--- config.mk ---
export PLATFORM = sky130hd
export DESIGN_NAME = ous_top
export DESIGN_NICKNAME = d
export VERILOG_FILES = /design/src/design/ous_pkg.sv /design/src/design/ous_host_port.sv /design/src/design/ous_rate_gen.sv /design/src/design/ous_top.sv
export VERILOG_INCLUDE_DIRS = /design/src /design/src/design
export SDC_FILE = /design/constraint.sdc
export NUM_CORES = 2
export LEC_CHECK = 0
export ABC_AREA = 1
export BUFFER_PORTS_ARGS = -buffer_cell sky130_fd_sc_hd__buf_4
export CORE_MARGIN = 2
export CORE_UTILIZATION = 40
export DETAILED_ROUTE_END_ITERATION = 12
export PLACE_DENSITY = 0.53
export SYNTH_ARGS = -nofsm -noshare
export SYNTH_HDL_FRONTEND = slang
export SYNTH_HIERARCHICAL = 1
export SYNTH_SLANG_ARGS = --single-unit
--- constraint.sdc ---
create_clock -name ref_clk_i -period 45.1 [get_ports ref_clk_i]
set_input_delay 11.275 -clock ref_clk_i [delete_from_list [all_inputs] [get_ports ref_clk_i]]
set_output_delay 11.275 -clock ref_clk_i [all_outputs]
set_load 0.005 [all_outputs]
--- src/design/ous_map.svh ---
// register offsets, field positions, reset values and counts
`ifndef OUS_MAP_SVH
`define OUS_MAP_SVH
`define OUS_NUM_CH        8
`define OUS_ADDR_CFG_BIT  7
`define OUS_CH_SEL_HI     6
`define OUS_CH_SEL_LO     4
`define OUS_REG_DIV_LO    4'h0
`define OUS_REG_DIV_HI    4'h1
`define OUS_REG_DIV_FR    4'h2
`define OUS_REG_QUEUE     4'h3
`define OUS_REG_LINE_EXT  4'h4
`define OUS_REG_AUX       4'h5
`define OUS_CFG_SRESET    8'h80
`define OUS_CFG_OCT       8'h81
`define OUS_CFG_BCAST     8'h82
`define OUS_RST_DIV_LO    8'h01
`define OUS_RST_DIV_HI    8'h00
`define OUS_RST_DIV_FR    4'h0
`define OUS_RST_QUEUE     8'h00
`define OUS_RST_LINE_EXT  8'h00
`define OUS_RST_AUX       8'h00
`define OUS_RST_OCT       8'h00
`define OUS_RST_BCAST     1'b0
`define OUS_BCAST_BIT     0
`define OUS_FIFO_EN_BIT   0
`define OUS_RS485_BIT     0
`define OUS_PRESC_BIT     7
`define OUS_PRESC_LAST    2'h3
`define OUS_BIT_LAST_16X  4'hf
`define OUS_BIT_LAST_8X   4'h7
`endif

--- src/design/ous_pkg.sv ---
// shared types of the octal uart select block
package ous_pkg;

    typedef struct packed {
        logic [7:0] addr;
        logic [7:0] wdata;
        logic       wr;
        logic       rd;
    } ous_acc_t;

    typedef struct packed {
        logic [7:0] div_lo;
        logic [7:0] div_hi;
        logic [3:0] div_fr;
        logic [7:0] queue;
        logic [7:0] line_ext;
        logic [7:0] aux;
    } ous_chan_t;

    typedef enum logic [1:0] {
        OUS_IDLE  = 2'b00,
        OUS_READ  = 2'b01,
        OUS_WRITE = 2'b10
    } ous_port_st_t;

endpackage : ous_pkg

--- src/design/ous_host_port.sv ---
// host bus front end: intel or motorola strobes to access pulses
`timescale 1ns/1ps
`default_nettype none
module ous_host_port
(
    input  wire logic             ref_clk_i,
    input  wire logic             rst_i,
    input  wire logic             ce_i,
    input  wire logic             intel_sel_i,
    input  wire logic             cs_n_i,
    input  wire logic             rd_n_i,
    input  wire logic             wr_n_i,
    input  wire logic [7:0]       addr_i,
    input  wire logic [7:0]       data_i,
    output ous_pkg::ous_acc_t     acc_o,
    output logic                  rd_busy_o
);

    ous_pkg::ous_port_st_t state_q;
    ous_pkg::ous_port_st_t state_d;
    ous_pkg::ous_acc_t     acc_q;
    wire logic             rd_req;
    wire logic             wr_req;
    wire logic             go_wr;
    wire logic             go_rd;

    // motorola: write strobe pin is read/not-write
    assign rd_req = !cs_n_i && (intel_sel_i ? !rd_n_i : wr_n_i); // [RL18]
    assign wr_req = !cs_n_i && !wr_n_i; // [RL18]
    assign go_wr  = (state_q == ous_pkg::OUS_IDLE) && wr_req;
    assign go_rd  = (state_q == ous_pkg::OUS_IDLE) && !wr_req && rd_req;

    always_comb
    begin
        state_d = state_q;
        case (state_q)
            ous_pkg::OUS_IDLE:
            begin
                if (go_wr)
                    state_d = ous_pkg::OUS_WRITE;
                else if (go_rd)
                    state_d = ous_pkg::OUS_READ;
            end
            ous_pkg::OUS_READ:
            begin
                if (!rd_req)
                    state_d = ous_pkg::OUS_IDLE;
            end
            ous_pkg::OUS_WRITE:
            begin
                if (!wr_req)
                    state_d = ous_pkg::OUS_IDLE;
            end
            default:
                state_d = ous_pkg::OUS_IDLE;
        endcase
    end

    always_ff @(posedge ref_clk_i or posedge rst_i)
    begin
        if (rst_i)
        begin
            state_q <= ous_pkg::OUS_IDLE;
            acc_q   <= '0;
        end
        else if (ce_i)
        begin
            state_q  <= state_d;
            acc_q.wr <= go_wr;
            acc_q.rd <= go_rd;
            if (go_wr || go_rd)
            begin
                acc_q.addr  <= addr_i;
                acc_q.wdata <= data_i;
            end
        end
    end

    assign acc_o     = acc_q;
    assign rd_busy_o = (state_q == ous_pkg::OUS_READ);

endmodule : ous_host_port
`default_nettype wire

--- src/design/ous_rate_gen.sv ---
// per channel prescaler and fractional sampling clock generator
`timescale 1ns/1ps
`default_nettype none
`include "ous_map.svh"
module ous_rate_gen
(
    input  wire logic        ref_clk_i,
    input  wire logic        rst_i,
    input  wire logic        ce_i,
    input  wire logic        clr_i,
    input  wire logic        presc4_i,
    input  wire logic        oct_i,
    input  wire logic [15:0] div_int_i,
    input  wire logic [3:0]  div_frac_i,
    output logic             sample_o,
    output logic             bit_o
);

    logic [1:0]  pre_q;
    logic [16:0] cnt_q;
    logic [3:0]  acc_q;
    logic        stretch_q;
    logic [3:0]  bit_q;
    wire  logic        pre_tick;
    wire  logic [16:0] period;
    wire  logic [16:0] cnt_inc;
    wire  logic        wrap;
    wire  logic [4:0]  acc_sum;
    wire  logic [3:0]  bit_last;

    assign pre_tick = !presc4_i || (pre_q == `OUS_PRESC_LAST); // [RL10]
    // integer zero behaves as one
    assign period   = {1'b0, (div_int_i == 16'h0000) ? 16'h0001 : div_int_i}
                    + {16'h0000, stretch_q}; // [RL11] [RL15]
    assign cnt_inc  = cnt_q + 17'h0_0001;
    assign wrap     = pre_tick && (cnt_inc >= period);
    assign acc_sum  = {1'b0, acc_q} + {1'b0, div_frac_i}; // [RL14] [RL19]
    assign bit_last = oct_i ? `OUS_BIT_LAST_8X : `OUS_BIT_LAST_16X; // [RL16]

    always_ff @(posedge ref_clk_i or posedge rst_i)
    begin
        if (rst_i)
        begin
            pre_q     <= '0;
            cnt_q     <= '0;
            acc_q     <= '0;
            stretch_q <= 1'b0;
            bit_q     <= '0;
            sample_o  <= 1'b0;
            bit_o     <= 1'b0;
        end
        else if (ce_i)
        begin
            if (clr_i)
            begin
                pre_q     <= '0;
                cnt_q     <= '0;
                acc_q     <= '0;
                stretch_q <= 1'b0;
                bit_q     <= '0;
                sample_o  <= 1'b0;
                bit_o     <= 1'b0;
            end
            else
            begin
                pre_q    <= pre_tick ? 2'h0 : pre_q + 2'h1; // [RL10]
                sample_o <= wrap; // [RL12]
                bit_o    <= wrap && (bit_q == bit_last); // [RL16]
                if (pre_tick)
                    cnt_q <= wrap ? 17'h0_0000 : cnt_inc;
                if (wrap)
                begin
                    // carry lengthens the next period by one tick
                    acc_q     <= acc_sum[3:0]; // [RL19] [RL17]
                    stretch_q <= acc_sum[4]; // [RL19]
                    bit_q     <= (bit_q >= bit_last) ? 4'h0 : bit_q + 4'h1;
                end
            end
        end
    end

endmodule : ous_rate_gen
`default_nettype wire

--- src/design/ous_top.sv ---
// octal uart channel select, broadcast write, levels and rate generators
//
// Contract
// [RL1] hardware reset clears all eight channels
// [RL2] reset register write clears selected channels
// [RL3] address bits 6:4 pick the channel
// [RL4] broadcast bit writes all eight channels
// [RL5] host clears broadcast before channel reads
// [RL6] tx level high above trigger, fifo mode
// [RL7] rs485 mode: tx low when transmitter empty
// [RL8] rx level high below trigger level
// [RL9] one clock drives every channel generator
// [RL10] line ext bit7 selects prescale one/four
// [RL11] divisor one to just under 65536
// [RL12] generator output is the sampling clock
// [RL13] divisor resets to one
// [RL14] fraction holds four bits, sixteenths
// [RL15] integer divisor split low/high byte
// [RL16] eight times mode: eight clocks per bit
// [RL17] odd fraction in 8x mode jitters
// [RL18] bus style pin picks strobe meaning
// [RL19] fraction by stretching selected periods
`timescale 1ns/1ps
`default_nettype none
`include "ous_map.svh"
module ous_top
(
    input  wire logic       ref_clk_i,
    input  wire logic       rst_i,
    input  wire logic       ce_i,
    input  wire logic       intel_sel_i,
    input  wire logic       cs_n_i,
    input  wire logic       rd_n_i,
    input  wire logic       wr_n_i,
    input  wire logic [7:0] addr_i,
    input  wire logic [7:0] data_i,
    input  wire logic [7:0] tx_above_trig_i,
    input  wire logic [7:0] tx_all_empty_i,
    input  wire logic [7:0] rx_above_trig_i,
    output logic      [7:0] data_o,
    output logic            data_oe_o,
    output logic      [7:0] tx_int_o,
    output logic      [7:0] rx_int_o,
    output logic      [7:0] sample_tick_o,
    output logic      [7:0] bit_tick_o,
    output logic      [7:0] oct_mode_o,
    output logic      [7:0] chan_reset_o
);

    ////////////////////////////////////////////////////////////////////////
    // host access

    ous_pkg::ous_acc_t acc;
    wire logic         rd_busy;

    ous_host_port u_port
    (
        .ref_clk_i   (ref_clk_i),
        .rst_i       (rst_i),
        .ce_i        (ce_i),
        .intel_sel_i (intel_sel_i),
        .cs_n_i      (cs_n_i),
        .rd_n_i      (rd_n_i),
        .wr_n_i      (wr_n_i),
        .addr_i      (addr_i),
        .data_i      (data_i),
        .acc_o       (acc),
        .rd_busy_o   (rd_busy)
    );

    ////////////////////////////////////////////////////////////////////////
    // address decode

    wire logic       is_cfg;
    wire logic [2:0] ch_sel;
    wire logic [3:0] reg_sel;
    wire logic       cfg_wr;
    wire logic       chan_wr;
    wire logic       wr_sreset;
    wire logic       wr_oct;
    wire logic       wr_bcast;
    wire logic [7:0] ch_we;

    assign is_cfg    = acc.addr[`OUS_ADDR_CFG_BIT];
    assign ch_sel    = acc.addr[`OUS_CH_SEL_HI:`OUS_CH_SEL_LO]; // [RL3]
    assign reg_sel   = acc.addr[3:0];
    assign cfg_wr    = acc.wr && is_cfg;
    assign chan_wr   = acc.wr && !is_cfg;
    assign wr_sreset = cfg_wr && (acc.addr == `OUS_CFG_SRESET); // [RL2]
    assign wr_oct    = cfg_wr && (acc.addr == `OUS_CFG_OCT);
    assign wr_bcast  = cfg_wr && (acc.addr == `OUS_CFG_BCAST);

    ////////////////////////////////////////////////////////////////////////
    // device configuration registers

    logic       bcast_q;
    logic [7:0] oct_q;
    logic [7:0] srst_q;

    always_ff @(posedge ref_clk_i or posedge rst_i)
    begin
        if (rst_i)
        begin
            bcast_q <= `OUS_RST_BCAST;
            oct_q   <= `OUS_RST_OCT;
            srst_q  <= '0;
        end
        else if (ce_i)
        begin
            if (wr_bcast)
                bcast_q <= acc.wdata[`OUS_BCAST_BIT];
            if (wr_oct)
                oct_q <= acc.wdata;
            // one cycle reset pulse per selected channel
            srst_q <= wr_sreset ? acc.wdata : 8'h00; // [RL2]
        end
    end

    ////////////////////////////////////////////////////////////////////////
    // per channel registers

    ous_pkg::ous_chan_t ch_q [0:7];

    genvar g;
    generate
        for (g = 0; g < `OUS_NUM_CH; g = g + 1)
        begin : g_we
            // broadcast ignores the channel number
            assign ch_we[g] = chan_wr
                && (bcast_q || (ch_sel == 3'(g))); // [RL3] [RL4]
        end
    endgenerate

    always_ff @(posedge ref_clk_i or posedge rst_i)
    begin
        if (rst_i)
        begin
            for (int i = 0; i < `OUS_NUM_CH; i++)
            begin
                ch_q[i].div_lo   <= `OUS_RST_DIV_LO; // [RL1] [RL13]
                ch_q[i].div_hi   <= `OUS_RST_DIV_HI; // [RL13]
                ch_q[i].div_fr   <= `OUS_RST_DIV_FR; // [RL13]
                ch_q[i].queue    <= `OUS_RST_QUEUE;
                ch_q[i].line_ext <= `OUS_RST_LINE_EXT;
                ch_q[i].aux      <= `OUS_RST_AUX;
            end
        end
        else if (ce_i)
        begin
            for (int i = 0; i < `OUS_NUM_CH; i++)
            begin
                if (srst_q[i])
                begin
                    ch_q[i].div_lo   <= `OUS_RST_DIV_LO; // [RL2] [RL13]
                    ch_q[i].div_hi   <= `OUS_RST_DIV_HI;
                    ch_q[i].div_fr   <= `OUS_RST_DIV_FR;
                    ch_q[i].queue    <= `OUS_RST_QUEUE;
                    ch_q[i].line_ext <= `OUS_RST_LINE_EXT;
                    ch_q[i].aux      <= `OUS_RST_AUX;
                end
                else if (ch_we[i])
                begin
                    if (reg_sel == `OUS_REG_DIV_LO)
                        ch_q[i].div_lo <= acc.wdata; // [RL15]
                    else if (reg_sel == `OUS_REG_DIV_HI)
                        ch_q[i].div_hi <= acc.wdata; // [RL15]
                    else if (reg_sel == `OUS_REG_DIV_FR)
                        ch_q[i].div_fr <= acc.wdata[3:0]; // [RL14]
                    else if (reg_sel == `OUS_REG_QUEUE)
                        ch_q[i].queue <= acc.wdata;
                    else if (reg_sel == `OUS_REG_LINE_EXT)
                        ch_q[i].line_ext <= acc.wdata;
                    else if (reg_sel == `OUS_REG_AUX)
                        ch_q[i].aux <= acc.wdata;
                end
            end
        end
    end

    ////////////////////////////////////////////////////////////////////////
    // read path

    ous_pkg::ous_chan_t rd_ch;
    wire logic [7:0]    chan_rdata;
    wire logic [7:0]    cfg_rdata;
    wire logic [7:0]    rdata;

    // reads always follow the channel number
    assign rd_ch = ch_q[ch_sel]; // [RL3] [RL5]

    assign chan_rdata =
        (reg_sel == `OUS_REG_DIV_LO)   ? rd_ch.div_lo :
        (reg_sel == `OUS_REG_DIV_HI)   ? rd_ch.div_hi :
        (reg_sel == `OUS_REG_DIV_FR)   ? {4'h0, rd_ch.div_fr} : // [RL14]
        (reg_sel == `OUS_REG_QUEUE)    ? rd_ch.queue :
        (reg_sel == `OUS_REG_LINE_EXT) ? rd_ch.line_ext :
        (reg_sel == `OUS_REG_AUX)      ? rd_ch.aux :
                                         8'h00;

    assign cfg_rdata =
        (acc.addr == `OUS_CFG_OCT)   ? oct_q :
        (acc.addr == `OUS_CFG_BCAST) ? {7'h00, bcast_q} :
                                       8'h00;

    assign rdata = is_cfg ? cfg_rdata : chan_rdata;

    logic [7:0] data_q;
    logic       data_oe_q;

    always_ff @(posedge ref_clk_i or posedge rst_i)
    begin
        if (rst_i)
        begin
            data_q    <= '0;
            data_oe_q <= 1'b0;
        end
        else if (ce_i)
        begin
            if (acc.rd)
                data_q <= rdata;
            data_oe_q <= rd_busy;
        end
    end

    ////////////////////////////////////////////////////////////////////////
    // interrupt levels

    logic [7:0] tx_int_q;
    logic [7:0] rx_int_q;
    wire  logic [7:0] fifo_en;
    wire  logic [7:0] rs485;
    wire  logic [7:0] tx_lvl;
    wire  logic [7:0] rx_lvl;

    generate
        for (g = 0; g < `OUS_NUM_CH; g = g + 1)
        begin : g_lvl
            assign fifo_en[g] = ch_q[g].queue[`OUS_FIFO_EN_BIT];
            assign rs485[g]   = ch_q[g].aux[`OUS_RS485_BIT];
            // low while below trigger; rs485 also low when empty
            assign tx_lvl[g]  = fifo_en[g] && tx_above_trig_i[g]
                && !(rs485[g] && tx_all_empty_i[g]); // [RL6] [RL7]
            assign rx_lvl[g]  = fifo_en[g] && !rx_above_trig_i[g]; // [RL8]
        end
    endgenerate

    always_ff @(posedge ref_clk_i or posedge rst_i)
    begin
        if (rst_i)
        begin
            tx_int_q <= '0;
            rx_int_q <= '0;
        end
        else if (ce_i)
        begin
            tx_int_q <= tx_lvl; // [RL6] [RL7]
            rx_int_q <= rx_lvl; // [RL8]
        end
    end

    ////////////////////////////////////////////////////////////////////////
    // rate generators

    wire logic [7:0] smp;
    wire logic [7:0] bit_t;

    generate
        for (g = 0; g < `OUS_NUM_CH; g = g + 1)
        begin : g_rate
            // shared reference clock for all channels
            ous_rate_gen u_gen
            (
                .ref_clk_i  (ref_clk_i), // [RL9]
                .rst_i      (rst_i),
                .ce_i       (ce_i),
                .clr_i      (srst_q[g]), // [RL2]
                .presc4_i   (ch_q[g].line_ext[`OUS_PRESC_BIT]), // [RL10]
                .oct_i      (oct_q[g]), // [RL16]
                .div_int_i  ({ch_q[g].div_hi, ch_q[g].div_lo}), // [RL15]
                .div_frac_i (ch_q[g].div_fr), // [RL14]
                .sample_o   (smp[g]), // [RL12]
                .bit_o      (bit_t[g])
            );
        end
    endgenerate

    ////////////////////////////////////////////////////////////////////////
    // outputs

    assign data_o        = data_q;
    assign data_oe_o     = data_oe_q;
    assign tx_int_o      = tx_int_q;
    assign rx_int_o      = rx_int_q;
    assign sample_tick_o = smp;
    assign bit_tick_o    = bit_t;
    assign oct_mode_o    = oct_q;
    assign chan_reset_o  = srst_q;

endmodule : ous_top
`default_nettype wire

==> flow_summary.json <==
{
  "p_total_mw": 2.367,
  "clk-insertion-delay-late_ns": 0.67,
  "cts_tree": "yes",
  "rsz0062_at_grt": "no",
  "setup_violations": 0,
  "drc": 0,
  "cp-end-kind": "flop",
  "seq_area_frac_synth": 0.3927,
  "antenna_found_initial": 0,
  "dp_hpwl_microns": 95500,
  "syn_to_final_growth_pct": 11.04,
  "met2_length_microns": 55820,
  "htree_levels": 3,
  "report.final.hold_viol_count": 0,
  "tns_ns": 0,
  "initial_core_util": 0.4029,
  "ys.flop_type": "dfrtp_1",
  "rows": 118,
  "yosys-top-cells-area": "dfrtp_1, nand2_1, ha_1",
  "layout_commonest_cell": "nand2_1",
  "final_cell_mix": "nand2_1, dfrtp_1, inv_1",
  "seqPwrFrac": 0.348,
  "crit_type": "in2reg",
  "required_ns": 45.62,
  "fin_crit_sh": 0.2961,
  "grt_pass1_wl_microns": 205200,
  "core_sq_um": 103500,
  "worstPathCellList": "buf_6 > buf_4 > nand2_2 > a21oi_1 > inv_1 > nand2_1 > o21ai_0",
  "power_frac_comb": 0.363,
  "outcome": "finished clean",
  "internal-power_mw": 1.344,
  "p_leak_nw": 24.18,
  "ys_async_sr_fraction": 1.000,
  "drv_slew": 0,
  "fmax_mhz": 74.89,
  "slowest_delay_ns": 0.77,
  "numClockSinks": 654,
  "slew_headroom": 0.2649,
  "cts_resized": 0,
  "finalClockSkew_ns": 0.02814,
  "cts_setup_buffers": 0,
  "drive_gt1_frac": 0.1343,
  "drt_iter0_drc": 3153,
  "cts_max_path_buffers": 3,
  "grt-ovfl-total": 0,
  "numCtsBuffers": 81,
  "grt_pass1_vias": 33440,
  "wl_met3_microns": 9244,
  "peakVddDrop_mv": 0.03309,
  "tightest_slew_ns": 1.098,
  "start_kind": "primary input",
  "wl_met1_microns": 62950,
  "io_pins": 104,
  "crit_buf_inv": 3,
  "synth_cell_type_count": 55,
  "syn_avg_cell_area_sq_um": 7.976,
  "cts_hold_buf": 0,
  "numPortBuffers": 103,
  "first_pass_iters": 6,
  "post-route-min-period_ns": 13.35,
  "die_w_microns": 326.9,
  "cp.arrival_ns": 13.87,
  "synth-edff-count": 0,
  "p_clk_frac": 0.289,
  "clk_pin_slew_worst_paths_ns": 0.06,
  "wl_per_cell_microns": 19.81,
  "switching_share": 0.4322,
  "power_density_nw_per_um2": 51.13,
  "die_h_microns": 326.9,
  "top_layer": "met4",
  "ys_warn_count": 6,
  "gp_congestion": 0.9323,
  "synth_seq_cells": 654,
  "hold_path_class": "reg2reg",
  "cp_top_family": "buffers and inverters",
  "cp_max_fo": 52,
  "diodes": 0,
  "vias_per_cell": 5.235,
  "yosys.area.top_type_share": 0.3877,
  "syn_nets": 5499,
  "via_count": 35140,
  "netlist_instances": 5228,
  "netlist_area_sq_um": 41700,
  "cpMaxStageDelayCell": "buf_4",
  "root_buffer": "clkbuf_16",
  "die_area_sq_um": 106800,
  "wl_microns": 133000,
  "p_switching_mw": 1.023,
  "holdWs_ns": 0.4749,
  "grtUsageTotal": 0.2482,
  "yosys.area.top_type": "dfrtp_1",
  "grt_max_degree": 158,
  "max-cap-violations": 0,
  "ant_nets": 0,
  "final_nets": 5537
}
## worst reg2reg max path: cells and delay by family, from the launching register on
kind                       cells  cell delay, ns
and+or+nand+nor               19            2.62
buffers and inverters          1            0.09
DFF                            1            0.47
AOI/OAI and AO/OA              1            0.24
adders and majority gates      3            0.72
## path summary, 6_finish.rpt
kind	from	endpoint	slack (ns)	cells past startpoint
worst min register to register	g_rate[4].u_gen/acc_q[2]	g_rate[4].u_gen/acc_q[2]	0.47	2
worst max register to register	ch_q[348]	g_rate[0].u_gen/bit_q[1]	40.83	24
max in group asynchronous	rst_i	ch_q[35]	32.60	3
worst min-delay path	g_rate[4].u_gen/acc_q[2]	g_rate[4].u_gen/acc_q[2]	0.47	2
min in group asynchronous	rst_i	g_rate[7].u_gen/cnt_q[13]	10.71	2
worst max-delay path	ce_i	ch_q[213]	31.75	7
## power groups by stage
stage | clock, mW | sequential (mW) | combinational, mW
after global placement | 0 | 0.830 | 0.837
after CTS | 0.701 | 0.822 | 0.845
final | 0.685 | 0.824 | 0.859
after detailed placement | 0 | 0.831 | 0.841
after global routing | 0.723 | 0.839 | 0.940
after floorplan | 0 | 0.786 | 0.545
## area by class of cell
cell class / instances / area (sq um)
fillers: 10240 / 57190
multi-input cells: 3858 / 22400
flip-flops and latches: 654 / 16380
clock buffers: 119 / 2364
inverters: 535 / 2016
well taps: 1380 / 1727
repair buffers: 136 / 1037
clock inverters: 31 / 390.4
## synthesized netlist by cell type (6+ instances only)
| cell | instances |
|---|---|
| inv_1 | 459 |
| nor3_2 | 13 |
| nand2_2 | 54 |
| buf_2 | 75 |
| nand2_4 | 17 |
| nand4_1 | 205 |
| xor2_1 | 165 |
| a22oi_1 | 22 |
| nor2_1 | 401 |
| nor2_2 | 45 |
| xnor2_1 | 78 |
| nor4_1 | 32 |
| a21o_1 | 8 |
| nand3b_4 | 13 |
| buf_6 | 12 |
| o22ai_1 | 17 |
| nor3_4 | 16 |
| o21ai_1 | 43 |
| inv_2 | 61 |
| a41o_1 | 8 |
| dfstp_2 | 8 |
| o21a_1 | 74 |
| clkbuf_1 | 53 |
| a21oi_4 | 8 |
| buf_4 | 21 |
| clkinv_1 | 15 |
| fa_1 | 8 |
| o21ai_0 | 215 |
| xor2_2 | 21 |
| a21oi_1 | 138 |
| xnor2_2 | 8 |
| buf_1 | 20 |
| nand3_2 | 42 |
| nand2_1 | 1508 |
| ha_1 | 216 |
| nand3_1 | 316 |
| nor2_4 | 33 |
| mux2_2 | 56 |
| o2111ai_1 | 6 |
| o211ai_1 | 6 |
| a21oi_2 | 26 |
| dfrtp_1 | 646 |
| or2_2 | 8 |
## cell families (layout without fill, tap and decap cells)
| family | Yosys count | in the layout | synth area share |
|---|---|---|---|
| AOI/OAI and AO/OA | 580 | 580 | 0.08362 |
| xor gates and xnor gates | 272 | 272 | 0.06235 |
| adders and majority gates | 224 | 224 | 0.06865 |
| buffers and inverters | 716 | 821 | 0.07075 |
| DFF | 654 | 654 | 0.3927 |
| muxes | 58 | 58 | 0.01566 |
| and+or+nand+nor | 2724 | 2724 | 0.3063 |
## registers in the layout, indices dropped and copies added (netlist names)
name                    flops
g_rate.u_gen/bit_q         32
u_port/state_q              2
rx_int_o                    8
chan_reset_o                8
data_oe_o                   1
oct_mode_o                  8
g_rate.u_gen/acc_q         32
g_rate.u_gen/pre_q         16
g_rate.u_gen/cnt_q        136
bcast_q                     1
u_port/acc_o               18
tx_int_o                    8
data_o                      8
ch_q                      352
g_rate.u_gen/bit_o          8
g_rate.u_gen/stretch_q      8
g_rate.u_gen/sample_o       8
## metal layers
metal | vias up | track usage
met3 | 227 | 0.04299
met2 | 1081 | 0.3595
met5 | - | 0
met4 | 0 | 0.08895
met1 | 16720 | 0.3695
li1 | 17120 | -
## stage by stage
step | util | std cells | cell area [sq um] | setup slack, ns
CTS | 0.4474 | 6713 | 46310 | 31.81
global placement | 0.4208 | 6563 | 43550 | 31.12
finish | 0.4474 | 6713 | 46310 | 31.75
floorplan | - | 5228 | 41700 | 22.88
global route | 0.4474 | 6713 | 46310 | 31.52
detailed placement | 0.4208 | 6563 | 43550 | 31.13
Power figures use the tool's default switching activity.
